[config.mk]
export PLATFORM = sky130hd
export DESIGN_NAME = sfsa_top
export DESIGN_NICKNAME = d
export VERILOG_FILES = /design/src/hw/sfsa_pkg.sv /design/src/hw/sfsa_top.sv
export SDC_FILE = /design/constraint.sdc
export NUM_CORES = 2
export LEC_CHECK = 0
export BUFFER_PORTS_ARGS = -buffer_cell sky130_fd_sc_hd__buf_2
export CELL_PAD_IN_SITES_DETAIL_PLACEMENT = 0
export CELL_PAD_IN_SITES_GLOBAL_PLACEMENT = 1
export CORE_UTILIZATION = 25
export DETAILED_ROUTE_END_ITERATION = 6
export PLACE_DENSITY = 0.41
export SKIP_CTS_REPAIR_TIMING = 1
export SLEW_MARGIN = 20
export SYNTH_ARGS = -nofsm -noshare
export SYNTH_HDL_FRONTEND = slang
export SYNTH_HIERARCHICAL = 1
export SYNTH_SLANG_ARGS = --single-unit
[constraint.sdc]
create_clock -name mclk -period 13.1 [get_ports mclk]
set_clock_uncertainty 0.15 [all_clocks]
set_input_delay 1.31 -clock mclk [delete_from_list [all_inputs] [get_ports mclk]]
set_output_delay 1.31 -clock mclk [all_outputs]
set_load 0.005 [all_outputs]
[src/hw/sfsa_pkg.sv]
// Shared constants and carrier types for the frame line address generator.
// Assumes an APB register bus with 32-bit data and one clock domain.
package sfsa_pkg;

    // Register byte offsets on the APB bus.
    localparam logic [7:0] SFSA_OFS_STEP = 8'h00;
    localparam logic [7:0] SFSA_OFS_START = 8'h04;
    localparam logic [7:0] SFSA_OFS_PITCH = 8'h08;
    localparam logic [7:0] SFSA_OFS_STATUS = 8'h0c;
    localparam logic [7:0] SFSA_OFS_CURADDR = 8'h10;

    // Field positions in the line step configuration register.
    localparam int SFSA_POS_FINV = 14;
    localparam int SFSA_POS_FOFS = 12;
    localparam int SFSA_POS_EVEN0 = 9;
    localparam int SFSA_POS_ODD0 = 6;
    localparam int SFSA_POS_EVEN1 = 3;
    localparam int SFSA_POS_ODD1 = 0;

    // Writable width of the line step register, alignment of addresses and width of the pitch register.
    localparam int SFSA_STEP_W = 15;
    localparam int SFSA_ALIGN = 5;
    localparam int SFSA_PITCH_W = 16;

    // Status register bit positions.
    localparam int SFSA_POS_OVF = 0;
    localparam int SFSA_POS_FIELD = 1;
    localparam int SFSA_POS_ACTIVE = 2;
    localparam int SFSA_POS_LINE = 16;

    // Reset values.
    localparam logic [31:0] SFSA_RST_STEP = 32'h0000_0000;
    localparam logic [31:0] SFSA_RST_START = 32'h0000_0000;
    localparam logic [31:0] SFSA_RST_PITCH = 32'h0000_0000;

    // Depth of the address queue and width of the line number.
    localparam int SFSA_FIFO_DEPTH = 32;
    localparam int SFSA_LINE_W = 15;

    // Frame settings that take effect together at the vertical sync.
    typedef struct packed {
        logic field_id_invert;
        logic [1:0] second_field_line_offset;
        logic [2:0] step_even_line_field0;
        logic [2:0] step_odd_line_field0;
        logic [2:0] step_even_line_field1;
        logic [2:0] step_odd_line_field1;
        logic [31:SFSA_ALIGN] frame_start_address;
        logic [SFSA_PITCH_W-1:SFSA_ALIGN] line_pitch;
    } sfsa_cfg_t;

    // One entry of the outgoing address stream.
    typedef struct packed {
        logic [31:0] addr;
        logic field;
        logic [SFSA_LINE_W-1:0] line;
    } sfsa_line_t;

    // Control states of the generator, one-hot.
    typedef enum logic [1:0] {
        SFSA_WAIT_FRAME = 2'b01,
        SFSA_IN_FRAME = 2'b10
    } sfsa_state_t;

endpackage

[src/hw/sfsa_top.sv]
// Line write address generator for a camera input path, with its queue.
// Assumes sync and field pins from outside the clock domain, an APB master,
// and a memory writer that drains the address queue at its own pace.
`timescale 1ns/1ps

// Queue with a registered head word, so its drain-side outputs come from flip-flops.
module sfsa_fifo #(
    parameter int WIDTH = 48,
    parameter int DEPTH = 32
) (
    input wire logic mclk,
    input wire logic rst,
    input wire logic ce,
    input wire logic in_valid,
    output logic in_ready,
    input wire logic [WIDTH-1:0] in_data,
    output logic out_valid,
    input wire logic out_ready,
    output logic [WIDTH-1:0] out_data
);
    localparam int AW = $clog2(DEPTH);

    logic [WIDTH-1:0] mem [DEPTH];  // Storage behind the head register.
    logic [AW-1:0] wr_ptr_q;  // Next slot to write.
    logic [AW-1:0] rd_ptr_q;  // Next slot to move into the head.
    logic [AW:0] count_q;  // Words held in storage.
    logic head_valid_q;  // Head register holds a word.
    logic [WIDTH-1:0] head_q;  // Word offered to the drain side.

    wire push = in_valid && in_ready;
    wire head_free = !head_valid_q || out_ready;
    wire pop = head_free && (count_q != '0);

    // Full looks at storage only: a word in the head register never counts toward it.
    assign in_ready = (count_q != (AW+1)'(DEPTH));
    assign out_valid = head_valid_q;
    assign out_data = head_q;

    // Storage write port; no reset needed for the data itself.
    always_ff @(posedge mclk)
    begin
        if (ce && push)
        begin
            mem[wr_ptr_q] <= in_data;
        end
    end

    // Pointers and count move on push and pop.
    always_ff @(posedge mclk or posedge rst)
    begin
        if (rst)
        begin
            wr_ptr_q <= '0;
            rd_ptr_q <= '0;
            count_q <= '0;
        end
        else if (ce)
        begin
            if (push)
            begin
                wr_ptr_q <= wr_ptr_q + 1'b1;
            end
            if (pop)
            begin
                rd_ptr_q <= rd_ptr_q + 1'b1;
            end
            count_q <= count_q + (AW+1)'(push) - (AW+1)'(pop);
        end
    end

    // Head register refills whenever it is free and storage has a word.
    always_ff @(posedge mclk or posedge rst)
    begin
        if (rst)
        begin
            head_valid_q <= 1'b0;
            head_q <= '0;
        end
        else if (ce)
        begin
            if (pop)
            begin
                head_valid_q <= 1'b1;
                head_q <= mem[rd_ptr_q];
            end
            else if (out_ready)
            begin
                head_valid_q <= 1'b0;
            end
        end
    end
endmodule

// Top level: APB registers, pin synchronisers and the address generator.
module sfsa_top (
    input wire logic mclk,
    input wire logic rst,
    input wire logic ce,
    input wire logic psel,
    input wire logic penable,
    input wire logic pwrite,
    input wire logic [7:0] paddr,
    input wire logic [31:0] pwdata,
    output logic [31:0] prdata,
    output logic pready,
    output logic pslverr,
    input wire logic vertical_sync,
    input wire logic line_sync,
    input wire logic field_id,
    output logic line_valid,
    input wire logic line_ready,
    output sfsa_pkg::sfsa_line_t line_out
);
    // Turns a three-bit step code into a signed count of lines.
    function automatic logic signed [3:0] step_lines(input logic [2:0] code);
        begin
            // Codes 4 to 7 walk backward one to four lines.
            if (code[2])
                step_lines = 4'sd3 - $signed({1'b0, code});
            else
                step_lines = $signed({1'b0, code}) + 4'sd1;
        end
    endfunction

    // Software-visible registers.
    logic [sfsa_pkg::SFSA_STEP_W-1:0] step_cfg_q;  // Line step settings.
    logic [31:sfsa_pkg::SFSA_ALIGN] start_q;  // Frame start, low bits gone.
    logic [sfsa_pkg::SFSA_PITCH_W-1:sfsa_pkg::SFSA_ALIGN] pitch_q;
    logic overflow_q;  // A line arrived while the last one still waited.

    // APB answer registers.
    logic [31:0] prdata_q;
    logic pready_q;
    logic pslverr_q;

    // Synchronisers for the three pins, and their filtered levels.
    logic [2:0] sync_s1_q;
    logic [2:0] sync_s2_q;
    logic [2:0] sync_s3_q;
    logic [2:0] pin_q;  // Accepted levels: vsync, line sync, field.
    logic [2:0] pin_prev_q;

    // Frame state.
    sfsa_pkg::sfsa_state_t state_q;
    sfsa_pkg::sfsa_cfg_t shadow_q;  // Settings for the frame in progress.
    logic field_q;  // Field of the frame in progress, after inversion.
    logic first_q;  // Next line is the first of the frame.
    logic odd_q;  // Parity of the last line stored.
    logic [31:0] cur_addr_q;  // Address of the last line stored.
    logic [sfsa_pkg::SFSA_LINE_W-1:0] line_cnt_q;
    logic pend_q;  // A line address waits for room in the queue.
    sfsa_pkg::sfsa_line_t pend_q_data;

    // Queue hand-off.
    logic fifo_in_ready;

    // Decoding of the bus request.
    wire setup = psel && !penable;
    wire wr_take = psel && penable && pready_q && pwrite;
    wire hit_step = (paddr == sfsa_pkg::SFSA_OFS_STEP);
    wire hit_start = (paddr == sfsa_pkg::SFSA_OFS_START);
    wire hit_pitch = (paddr == sfsa_pkg::SFSA_OFS_PITCH);
    wire hit_status = (paddr == sfsa_pkg::SFSA_OFS_STATUS);
    wire hit_cur = (paddr == sfsa_pkg::SFSA_OFS_CURADDR);
    wire hit_any = hit_step || hit_start || hit_pitch || hit_status || hit_cur;

    // Read mux; reserved and ignored bits read as zero.
    logic [31:0] status_word;
    logic [31:0] rd_word;
    assign status_word = {1'b0, line_cnt_q, 13'h0000,
                          (state_q == sfsa_pkg::SFSA_IN_FRAME),
                          field_q, overflow_q};
    assign rd_word = hit_step ? {17'h00000, step_cfg_q} :
                     hit_start ? {start_q, 5'h00} :
                     hit_pitch ? {16'h0000, pitch_q, 5'h00} :
                     hit_status ? status_word :
                     hit_cur ? cur_addr_q :
                     32'h0000_0000;

    // Events seen on the filtered pins.
    wire vs_rise = pin_q[0] && !pin_prev_q[0];
    wire ls_rise = pin_q[1] && !pin_prev_q[1];

    // Settings that would be captured by a vertical sync in this cycle.
    sfsa_pkg::sfsa_cfg_t next_cfg;
    assign next_cfg.field_id_invert = step_cfg_q[sfsa_pkg::SFSA_POS_FINV];
    assign next_cfg.second_field_line_offset =
        step_cfg_q[sfsa_pkg::SFSA_POS_FOFS +: 2];
    assign next_cfg.step_even_line_field0 =
        step_cfg_q[sfsa_pkg::SFSA_POS_EVEN0 +: 3];
    assign next_cfg.step_odd_line_field0 =
        step_cfg_q[sfsa_pkg::SFSA_POS_ODD0 +: 3];
    assign next_cfg.step_even_line_field1 =
        step_cfg_q[sfsa_pkg::SFSA_POS_EVEN1 +: 3];
    assign next_cfg.step_odd_line_field1 =
        step_cfg_q[sfsa_pkg::SFSA_POS_ODD1 +: 3];
    assign next_cfg.frame_start_address = start_q;
    assign next_cfg.line_pitch = pitch_q;

    // Step after the last line, chosen by field and line parity.
    logic [2:0] step_code;
    assign step_code = !field_q ?
        (odd_q ? shadow_q.step_odd_line_field0
               : shadow_q.step_even_line_field0) :
        (odd_q ? shadow_q.step_odd_line_field1
               : shadow_q.step_even_line_field1);

    // One pitch is a multiple of 32 bytes since its low bits are dropped.
    logic signed [16:0] pitch_s;
    logic signed [20:0] step_delta;
    logic signed [20:0] field_delta;
    logic [31:0] first_addr;
    logic [31:0] next_addr;
    assign pitch_s = $signed({1'b0, shadow_q.line_pitch, 5'h00});
    assign step_delta = step_lines(step_code) * pitch_s;
    assign field_delta = $signed({2'b00, shadow_q.second_field_line_offset})
                         + 21'sd1;
    assign first_addr = {shadow_q.frame_start_address, 5'h00} +
        (field_q ? 32'(field_delta * pitch_s) : 32'h0000_0000);
    assign next_addr = first_q ? first_addr :
        cur_addr_q + {{11{step_delta[20]}}, step_delta};

    assign prdata = prdata_q;
    assign pready = pready_q;
    assign pslverr = pslverr_q;

    // APB answer: read data and ready are prepared in the setup cycle.
    always_ff @(posedge mclk or posedge rst)
    begin
        if (rst)
        begin
            prdata_q <= 32'h0000_0000;
            pready_q <= 1'b0;
            pslverr_q <= 1'b0;
        end
        else if (ce)
        begin
            pready_q <= setup;
            pslverr_q <= setup && !hit_any;
            prdata_q <= (setup && !pwrite) ? rd_word : 32'h0000_0000;
        end
    end

    // Register writes; the shadow copy keeps them out of the current frame.
    always_ff @(posedge mclk or posedge rst)
    begin
        if (rst)
        begin
            step_cfg_q <= sfsa_pkg::SFSA_RST_STEP[sfsa_pkg::SFSA_STEP_W-1:0];
            start_q <= sfsa_pkg::SFSA_RST_START[31:sfsa_pkg::SFSA_ALIGN];
            pitch_q <= sfsa_pkg::SFSA_RST_PITCH[15:sfsa_pkg::SFSA_ALIGN];
        end
        else if (ce && wr_take)
        begin
            if (hit_step)
                step_cfg_q <= pwdata[sfsa_pkg::SFSA_STEP_W-1:0];
            else if (hit_start)
                start_q <= pwdata[31:sfsa_pkg::SFSA_ALIGN];
            else if (hit_pitch)
                pitch_q <= pwdata[15:sfsa_pkg::SFSA_ALIGN];
        end
    end

    // Pins pass three flops; a level counts once stages two and three agree.
    always_ff @(posedge mclk or posedge rst)
    begin
        if (rst)
        begin
            sync_s1_q <= 3'h0;
            sync_s2_q <= 3'h0;
            sync_s3_q <= 3'h0;
            pin_q <= 3'h0;
            pin_prev_q <= 3'h0;
        end
        else if (ce)
        begin
            sync_s1_q <= {field_id, line_sync, vertical_sync};
            sync_s2_q <= sync_s1_q;
            sync_s3_q <= sync_s2_q;
            for (int i = 0; i < 3; i++)
            begin
                if (sync_s2_q[i] == sync_s3_q[i])
                    pin_q[i] <= sync_s3_q[i];
            end
            pin_prev_q <= pin_q;
        end
    end

    // Frame and line sequencing.
    // A vertical sync wins over a line sync in the same cycle.
    always_ff @(posedge mclk or posedge rst)
    begin
        if (rst)
        begin
            state_q <= sfsa_pkg::SFSA_WAIT_FRAME;
            shadow_q <= '0;
            field_q <= 1'b0;
            first_q <= 1'b1;
            odd_q <= 1'b0;
            cur_addr_q <= 32'h0000_0000;
            line_cnt_q <= '0;
        end
        else if (ce)
        begin
            if (vs_rise)
            begin
                state_q <= sfsa_pkg::SFSA_IN_FRAME;
                shadow_q <= next_cfg;
                field_q <= pin_q[2] ^ next_cfg.field_id_invert;
                first_q <= 1'b1;
                odd_q <= 1'b0;
                line_cnt_q <= '0;
            end
            else
            begin
                case (state_q)
                    sfsa_pkg::SFSA_IN_FRAME:
                    begin
                        // A line is stored only when its slot is free.
                        if (ls_rise && !pend_q)
                        begin
                            cur_addr_q <= next_addr;
                            odd_q <= first_q ? 1'b0 : !odd_q;
                            first_q <= 1'b0;
                            line_cnt_q <= line_cnt_q + 1'b1;
                        end
                    end
                    default:
                    begin
                        // Lines before the first sync have no frame.
                        state_q <= sfsa_pkg::SFSA_WAIT_FRAME;
                    end
                endcase
            end
        end
    end

    // Hand-off slot toward the queue; it stalls while the queue is full.
    wire line_take = ls_rise && !vs_rise && !pend_q &&
                     (state_q == sfsa_pkg::SFSA_IN_FRAME);
    always_ff @(posedge mclk or posedge rst)
    begin
        if (rst)
        begin
            pend_q <= 1'b0;
            pend_q_data <= '0;
        end
        else if (ce)
        begin
            if (line_take)
            begin
                pend_q <= 1'b1;
                pend_q_data.addr <= next_addr;
                pend_q_data.field <= field_q;
                pend_q_data.line <= line_cnt_q;
            end
            else if (fifo_in_ready)
            begin
                pend_q <= 1'b0;
            end
        end
    end

    // Lost-line flag: set wins over the write-one clear.
    wire ovf_set = ls_rise && !vs_rise && pend_q &&
                   (state_q == sfsa_pkg::SFSA_IN_FRAME);
    wire ovf_clr = wr_take && hit_status && pwdata[sfsa_pkg::SFSA_POS_OVF];
    always_ff @(posedge mclk or posedge rst)
    begin
        if (rst)
            overflow_q <= 1'b0;
        else if (ce)
            overflow_q <= ovf_set || (overflow_q && !ovf_clr);
    end

    // The address queue; its head register drives the stream outputs.
    sfsa_fifo #(
        .WIDTH($bits(sfsa_pkg::sfsa_line_t)),
        .DEPTH(sfsa_pkg::SFSA_FIFO_DEPTH)
    ) u_fifo (
        .mclk(mclk),
        .rst(rst),
        .ce(ce),
        .in_valid(pend_q),
        .in_ready(fifo_in_ready),
        .in_data(pend_q_data),
        .out_valid(line_valid),
        .out_ready(line_ready),
        .out_data(line_out)
    );
endmodule

== Word-level counts from Yosys, hierarchy flattened ==
Memories as Yosys holds them, arrays and structs flattened. A register that Yosys moved wholly into a read port is not among the register bits.
Index checks and enable logic that the tools add are counted.

* Flip-flop bits (word level): 272
* Latch bits: 0
* Memory bits (writable): 1536
* Memory bits (read-only): 0
* Input bits: 50
* Output and inout port bits: 83
* Word-level logic and storage cells: 150
* Memories: 1

* $add $sub $neg: 10
* Multipliers: 2
* Div/mod/pow operators: 0
* Order comparisons: 0
* Equality and inequality tests: 10
* Shifts and indexed selects: 0
* Muxes and demuxes: 30
* Bitwise operators: 4
* Reduce and logical (&&, ||, !) cells: 58

{| class="wikitable"
|+ Memories
! memory !! words !! bits a word !! read ports !! clocked after memory_dff !! write ports !! RTL line !! RTL
|-
| u_fifo.mem || 32 || 48 || 1 || 1 || 1 || sfsa_top.sv:23 || <nowiki>logic [WIDTH-1:0] mem [DEPTH];</nowiki>
|}

{| class="wikitable"
|+ Operator list
! kind !! count
|-
| $mux 32 || 7
|-
| $mux 15 || 3
|-
| $add 32x19->32 || 1
|-
| $add 32x32->32 || 1
|-
| $reduce_and 2->1 || 11
|-
| $logic_and 1x1->1 || 21
|-
| $mux 19 || 1
|-
| $eq 8x4->1 const B || 2
|-
| $mul 4x12->16 || 1
|-
| $add 15x1->15 const B || 1
|-
| $mul 3x11->14 || 1
|-
| $mux 1 || 13
|-
| $add 5x1->5 const B || 2
|-
| $logic_not 1->1 || 10
|-
| $mux 3 || 3
|-
| $eq 8x3->1 const B || 1
|-
| $eq 8x5->1 const B || 1
|-
| $logic_not 8->1 || 1
|-
| $reduce_and 4->1 || 2
|-
| $reduce_bool 2->1 || 4
|-
| $add 6x1->6 || 1
|-
| $logic_or 1x1->1 || 6
|-
| $ne 6x6->1 const B || 1
|-
| $reduce_and 3->1 || 2
|-
| 12 further kinds || 17
|}

== Logic depth before layout (Yosys ltp) ==
* Depth after elaboration: 8
* Depth in mapped cells: 32
* Depth with buffers taken out: 31

== By module ==
The synthesis kept the hierarchy.

{| class="wikitable"
|+ Modules (own cells, without submodules)
! module !! times used !! cells each !! area an instance (µm²) !! seq. area each (µm²)
|-
| sfsa_fifo || 1 || 2763 || 60694.5 || 47750.8
|-
| sfsa_top || 1 || 1583 || 14998.1 || 6383.6
|}

== Least setup slack after synthesis ==
Ideal clock, no wire load.

* Kind: reg-to-reg
* From: reg odd_q
* To: reg cur_addr_q[31]
* Setup time: 0.133 ns
* Arrival time: 7.233 ns
* Data required time: 12.817 ns
* Path slack: 5.584 ns
* Cell stages (with the launch flop): 33
* Buffers on the path: 4
* Clock period less this slack: 7.516 ns
* Cell sequence: dfrtp_1 > clkbuf_1 > mux4_2 > clkbuf_1 > ha_1 > nand2_1 > o21ai_0 > clkbuf_1 > nand2_1 > fa_1 > fa_1 > fa_1 > inv_1 > ha_1 > inv_1 > fa_1 > inv_1 > a21o_1 > a211oi_2 > a21oi_1 > a221oi_1 > xnor2_1 > ha_1 > clkbuf_1 > a21o_1 > a21o_1 > a21oi_1 > o21ai_0 > nand3_1 > nand2_1 > a41oi_1 > xnor2_1 > o211ai_1

* Word-level cells in the longest chain between the ends: 7
* Elaborated cells between the ends (all ways): 9
* Classes of those cells: 3 x add/sub; 1 x mul; 5 x mux

{| class="wikitable"
|+ RTL lines
! what !! RTL line !! RTL
|-
| from (decl) || sfsa_top.sv:148 || <nowiki>logic odd_q;</nowiki>
|-
| from (signal assigned) || sfsa_top.sv:323 || <nowiki>odd_q <= first_q ? 1'b0 : !odd_q;</nowiki>
|-
| $mux 3 (on tied branches) || sfsa_top.sv:203, sfsa_top.sv:205 ||
|-
| $mux 3 * || sfsa_top.sv:202 || <nowiki>assign step_code = !field_q ?</nowiki>
|-
| $add 3x1->4 / $sub 2x3->4 (equally long branches) || sfsa_top.sv:121, sfsa_top.sv:119 ||
|-
| $mux 4 * || sfsa_top.sv:118 || <nowiki>if (code[2])</nowiki>
|-
| $mul 4x12->16 * || sfsa_top.sv:215 || <nowiki>assign step_delta = step_lines(step_code) * pitch_s;</nowiki>
|-
| $add 32x32->32 * || sfsa_top.sv:221 || <nowiki>cur_addr_q + {{11{step_delta[20]}}, step_delta};</nowiki>
|-
| $mux 32 * || sfsa_top.sv:220 || <nowiki>assign next_addr = first_q ? first_addr :</nowiki>
|-
| to (signal assigned) || sfsa_top.sv:322 || <nowiki>cur_addr_q <= next_addr;</nowiki>
|-
| to (decl) || sfsa_top.sv:149 || <nowiki>logic [31:0] cur_addr_q;</nowiki>
|}

Every way passes the cells marked *; elsewhere a longest branch is shown, timed or not.
A chain may end at the register's enable or synchronous reset.

== Worst setup path in the final report ==
* From: reg field_q
* To: reg cur_addr_q[24]

* Word-level cells in the longest chain between the ends: 6
* Elaborated cells between the ends (all ways): 9
* Classes of those cells: 4 x add/sub; 1 x mul; 4 x mux

{| class="wikitable"
|+ RTL lines
! what !! RTL line !! RTL
|-
| from (decl) || sfsa_top.sv:146 || <nowiki>logic field_q;</nowiki>
|-
| from (signal assigned) || sfsa_top.sv:309 || <nowiki>field_q <= pin_q[2] ^ next_cfg.field_id_invert;</nowiki>
|-
| $mux 3 || sfsa_top.sv:202 ||
|-
| $add 3x1->4 / $sub 2x3->4 (equally long branches) || sfsa_top.sv:121, sfsa_top.sv:119 ||
|-
| $mux 4 || sfsa_top.sv:118 ||
|-
| $mul 4x12->16 || sfsa_top.sv:215 ||
|-
| $add 32x32->32 || sfsa_top.sv:221 ||
|-
| $mux 32 * || sfsa_top.sv:220 ||
|}

Marks and branches as above.

==> impl_results.md <==
* Port Buf Inserts at 132
* DRT Wirelength at 243 mm
* DRC viols at 0
* Count of final hold-check violations at 0
* Clk sink count at 1856
* Finish-stage setup viols at 0
* Combinational share of power at 21.3%
* Dpl cells at 8320
* Peak supply drop at 0.147 mV
* CTS H-tree lvls at 4
* Share of cells above drive strength 1 at 21.9%
* Critical R2R Launch: field_q
* Avg WL per Cell at 27.9 um
* Power Density at 185 mW/mm^2
* Cell family with most CP delay: compound AO/OA/AOI/OAI gates
* FF-to-FF setup slack at 5.28 ns
* Starting density of the core at 25.2%
* Area Overhead vs Synth at 17.2%
* DR iter-0 viols at 3438
* Worst Hold Slack at 0.318 ns
* Post-layout utilization of the core at 29.5%
* First-pass GRT wire length at 344 mm
* Net Count, Synth at 4532
* Pwr Total at 16.4 mW
* Root Driver: clkbuf_16
* FILL cells at 29600
* Total Neg Setup Slack at 0 ns
* Die ar. at 0.305 sq mm
* Syn Inst Count at 4346
* Fin crit share at 59.7%
* Sequential area share after synthesis at 71.5%
* Hold wc startpoint: u_fifo/out_data[25]
* Syn avg cell area at 17.4 sq um
* Arrival time worst endpoint at 8.41 ns
* Critical path's slowest cell: dfrtp_1
* DRT Pass-1 Iters at 7
* I/O Pins at 133
* Commonest cells in the netlist: edfxtp_1 (1536), nand2_1 (336), dfrtp_1 (318)
* Setup crit end kind: flop
* Synth area leader: edfxtp_1
* Max Clk Rate at 128 MHz
* Final GP Congestion at 0.747
* DP HPWL at 141 mm
* Maxcap violations at 0
* Crit path buffers/inverters at 2
* Most frequent cell after synthesis: edfxtp_1
* Final std cells w/o fill at 8727
* Post-synth design cell area at 0.0757 sq mm
* CTS max path bufs at 4
* LEAKAGE at 32.5 nW
* Top cell type's share of synthesized area at 60.9%
* Crit path launch type: flop
* Vias in the first global route at 42800
* Crit. Startpoint: field_q
* TritonCTS clock tree: yes
* Register share of total power at 42.5%
* Synth Flop Type: edfxtp_1
* # nets final at 4766
* Die Y at 552 um
* Crit path kind: flop to flop
* Gr ovfl total at 0
* Row cnt at 201
* Status: complete, no violations
* Sw frac at 29.9%
* Fin crit period at 7.82 ns
* Synth Warn # at 6
* Worst-Margin Slew at 1.17 ns
* RSZ-0062 raised after global routing: false
* Via count at 41100
* Switching power at 4.91 mW
* CP Max Fanout at 21
* Register bit total from synthesis at 1856
* Area contributors post-synth: edfxtp_1 (61%), dfrtp_1 (11%), mux4_2 (8.6%)
* Core Area at 0.301 sq mm
* EDFF count, synth at 1536
* Pin count of the biggest net entering global routing at 104
* Clock share of power at 36.2%
* Via density at 4.71
* Die W at 552 um
* Min-Delay Path Class: flop to flop
* Antenna-violating nets left at 0
* Clk pin slew, worst setup/hold paths at 0.06 ns
* Slew HR at 21.9%
* CP max stage delay at 0.75 ns
* Count of cell types in the netlist at 70
* Num CTS Buffers at 215
* Initial antenna violation count at 9
* Internal power at 11.5 mW
* Slew Viols, Final at 0
* Clock latency at the later pin of the worst-skew pair at 0.87 ns
* Synth async-reset ratio at 17.2%
* CP required at 13.68 ns
* All-Layer GR Usage at 15.7%
## per-layer routing
metal  vias to the layer above  wire length [um]  track usage [%]
met5                         -                18                0
met4                         4              4040             3.25
met3                       267              8570             1.85
met2                       830            115000             25.6
met1                     22300            116000             22.6
li1                      17700                 -                -
## final timing paths
path	depth (start not counted)	endpoint
max	30	cur_addr_q[24]
min	1	u_fifo/out_data[25]
max reg2reg	30	cur_addr_q[24]
min reg2reg	1	u_fifo/out_data[25]
max in group asynchronous	3	pitch_q[7]
min in group asynchronous	2	u_fifo/wr_ptr_q[1]
## placed cells by master, fill, tap and decap left out, types with 15 or more instances in the layout
cell type,n
nand2b_1,19
and2_1,35
a22oi_1,51
a21oi_1,71
a22o_1,48
clkbuf_1,63
a31oi_1,50
mux2i_1,199
a221oi_1,20
clkbuf_8,24
nand4_1,19
nand2_1,334
dfrtp_2,18
a211oi_1,15
clkbuf_16,217
nand3_1,26
clkinv_1,32
xor2_1,22
a21o_1,73
buf_2,131
a222oi_1,29
nor2_1,100
a221oi_2,28
fa_1,32
clkinv_2,30
ha_1,104
nor2_4,34
o21ai_0,119
o21a_1,30
mux2_2,75
mux4_2,290
edfxtp_1,1536
nor3_1,15
nor2b_1,30
xnor2_1,56
buf_4,108
dfrtp_1,297
inv_1,93
o22ai_1,129
## flip-flops by register name (all words and copies together) (netlist names), 15 cells and up
name	count
cur_addr_q	32
shadow_q	41
pend_q_data	48
start_q	27
line_cnt_q	15
step_cfg_q	15
prdata	32
u_fifo/mem	1536
u_fifo/out_data	48
## metrics by stage
step,setup slack (ns),area (sq um)
after floorplan,4.63,75700
after global routing,4.59,88700
after CTS,5.18,88600
final,5.28,88700
after detailed placement,5.21,81700
after global placement,5.13,81400
## power groups by stage
stage	clock (mW)	sequential (mW)	combinational (mW)
floorplan	0	6.94	2.45
global placement	0	7.11	3.62
detailed placement	0	7.11	3.60
CTS	6.15	6.99	3.61
global route	6.37	7.02	3.77
finish	5.95	6.98	3.50
## logic make-up (layout without fill, tap and decap cells)
family          Yosys count  count (layout)  share of synthesized area [%]
simple gates            669             669                           3.94
compound gates          712             712                           6.75
mux                     564             564                           12.4
buf+inv                 331             748                           1.95
xor+xnor                 78              78                          0.903
other cells               0               6                              0
fa+ha+maj               136             136                           2.57
flops                  1856            1856                           71.5
## area by class of cell
class,count,area (sq um),share of cell area (%)
Antenna cell,6,15.0,0.0169
Clock buffer,304,6000,6.76
Clock inverter,96,958,1.08
Inverter,95,367,0.413
Multi-Input combinational cell,2159,20400,23.0
Sequential cell,1856,54200,61.1
Tap cell,3958,4950,5.58
Timing Repair Buffer,253,1820,2.05
Note: power is estimated with default switching activity, not from simulation.
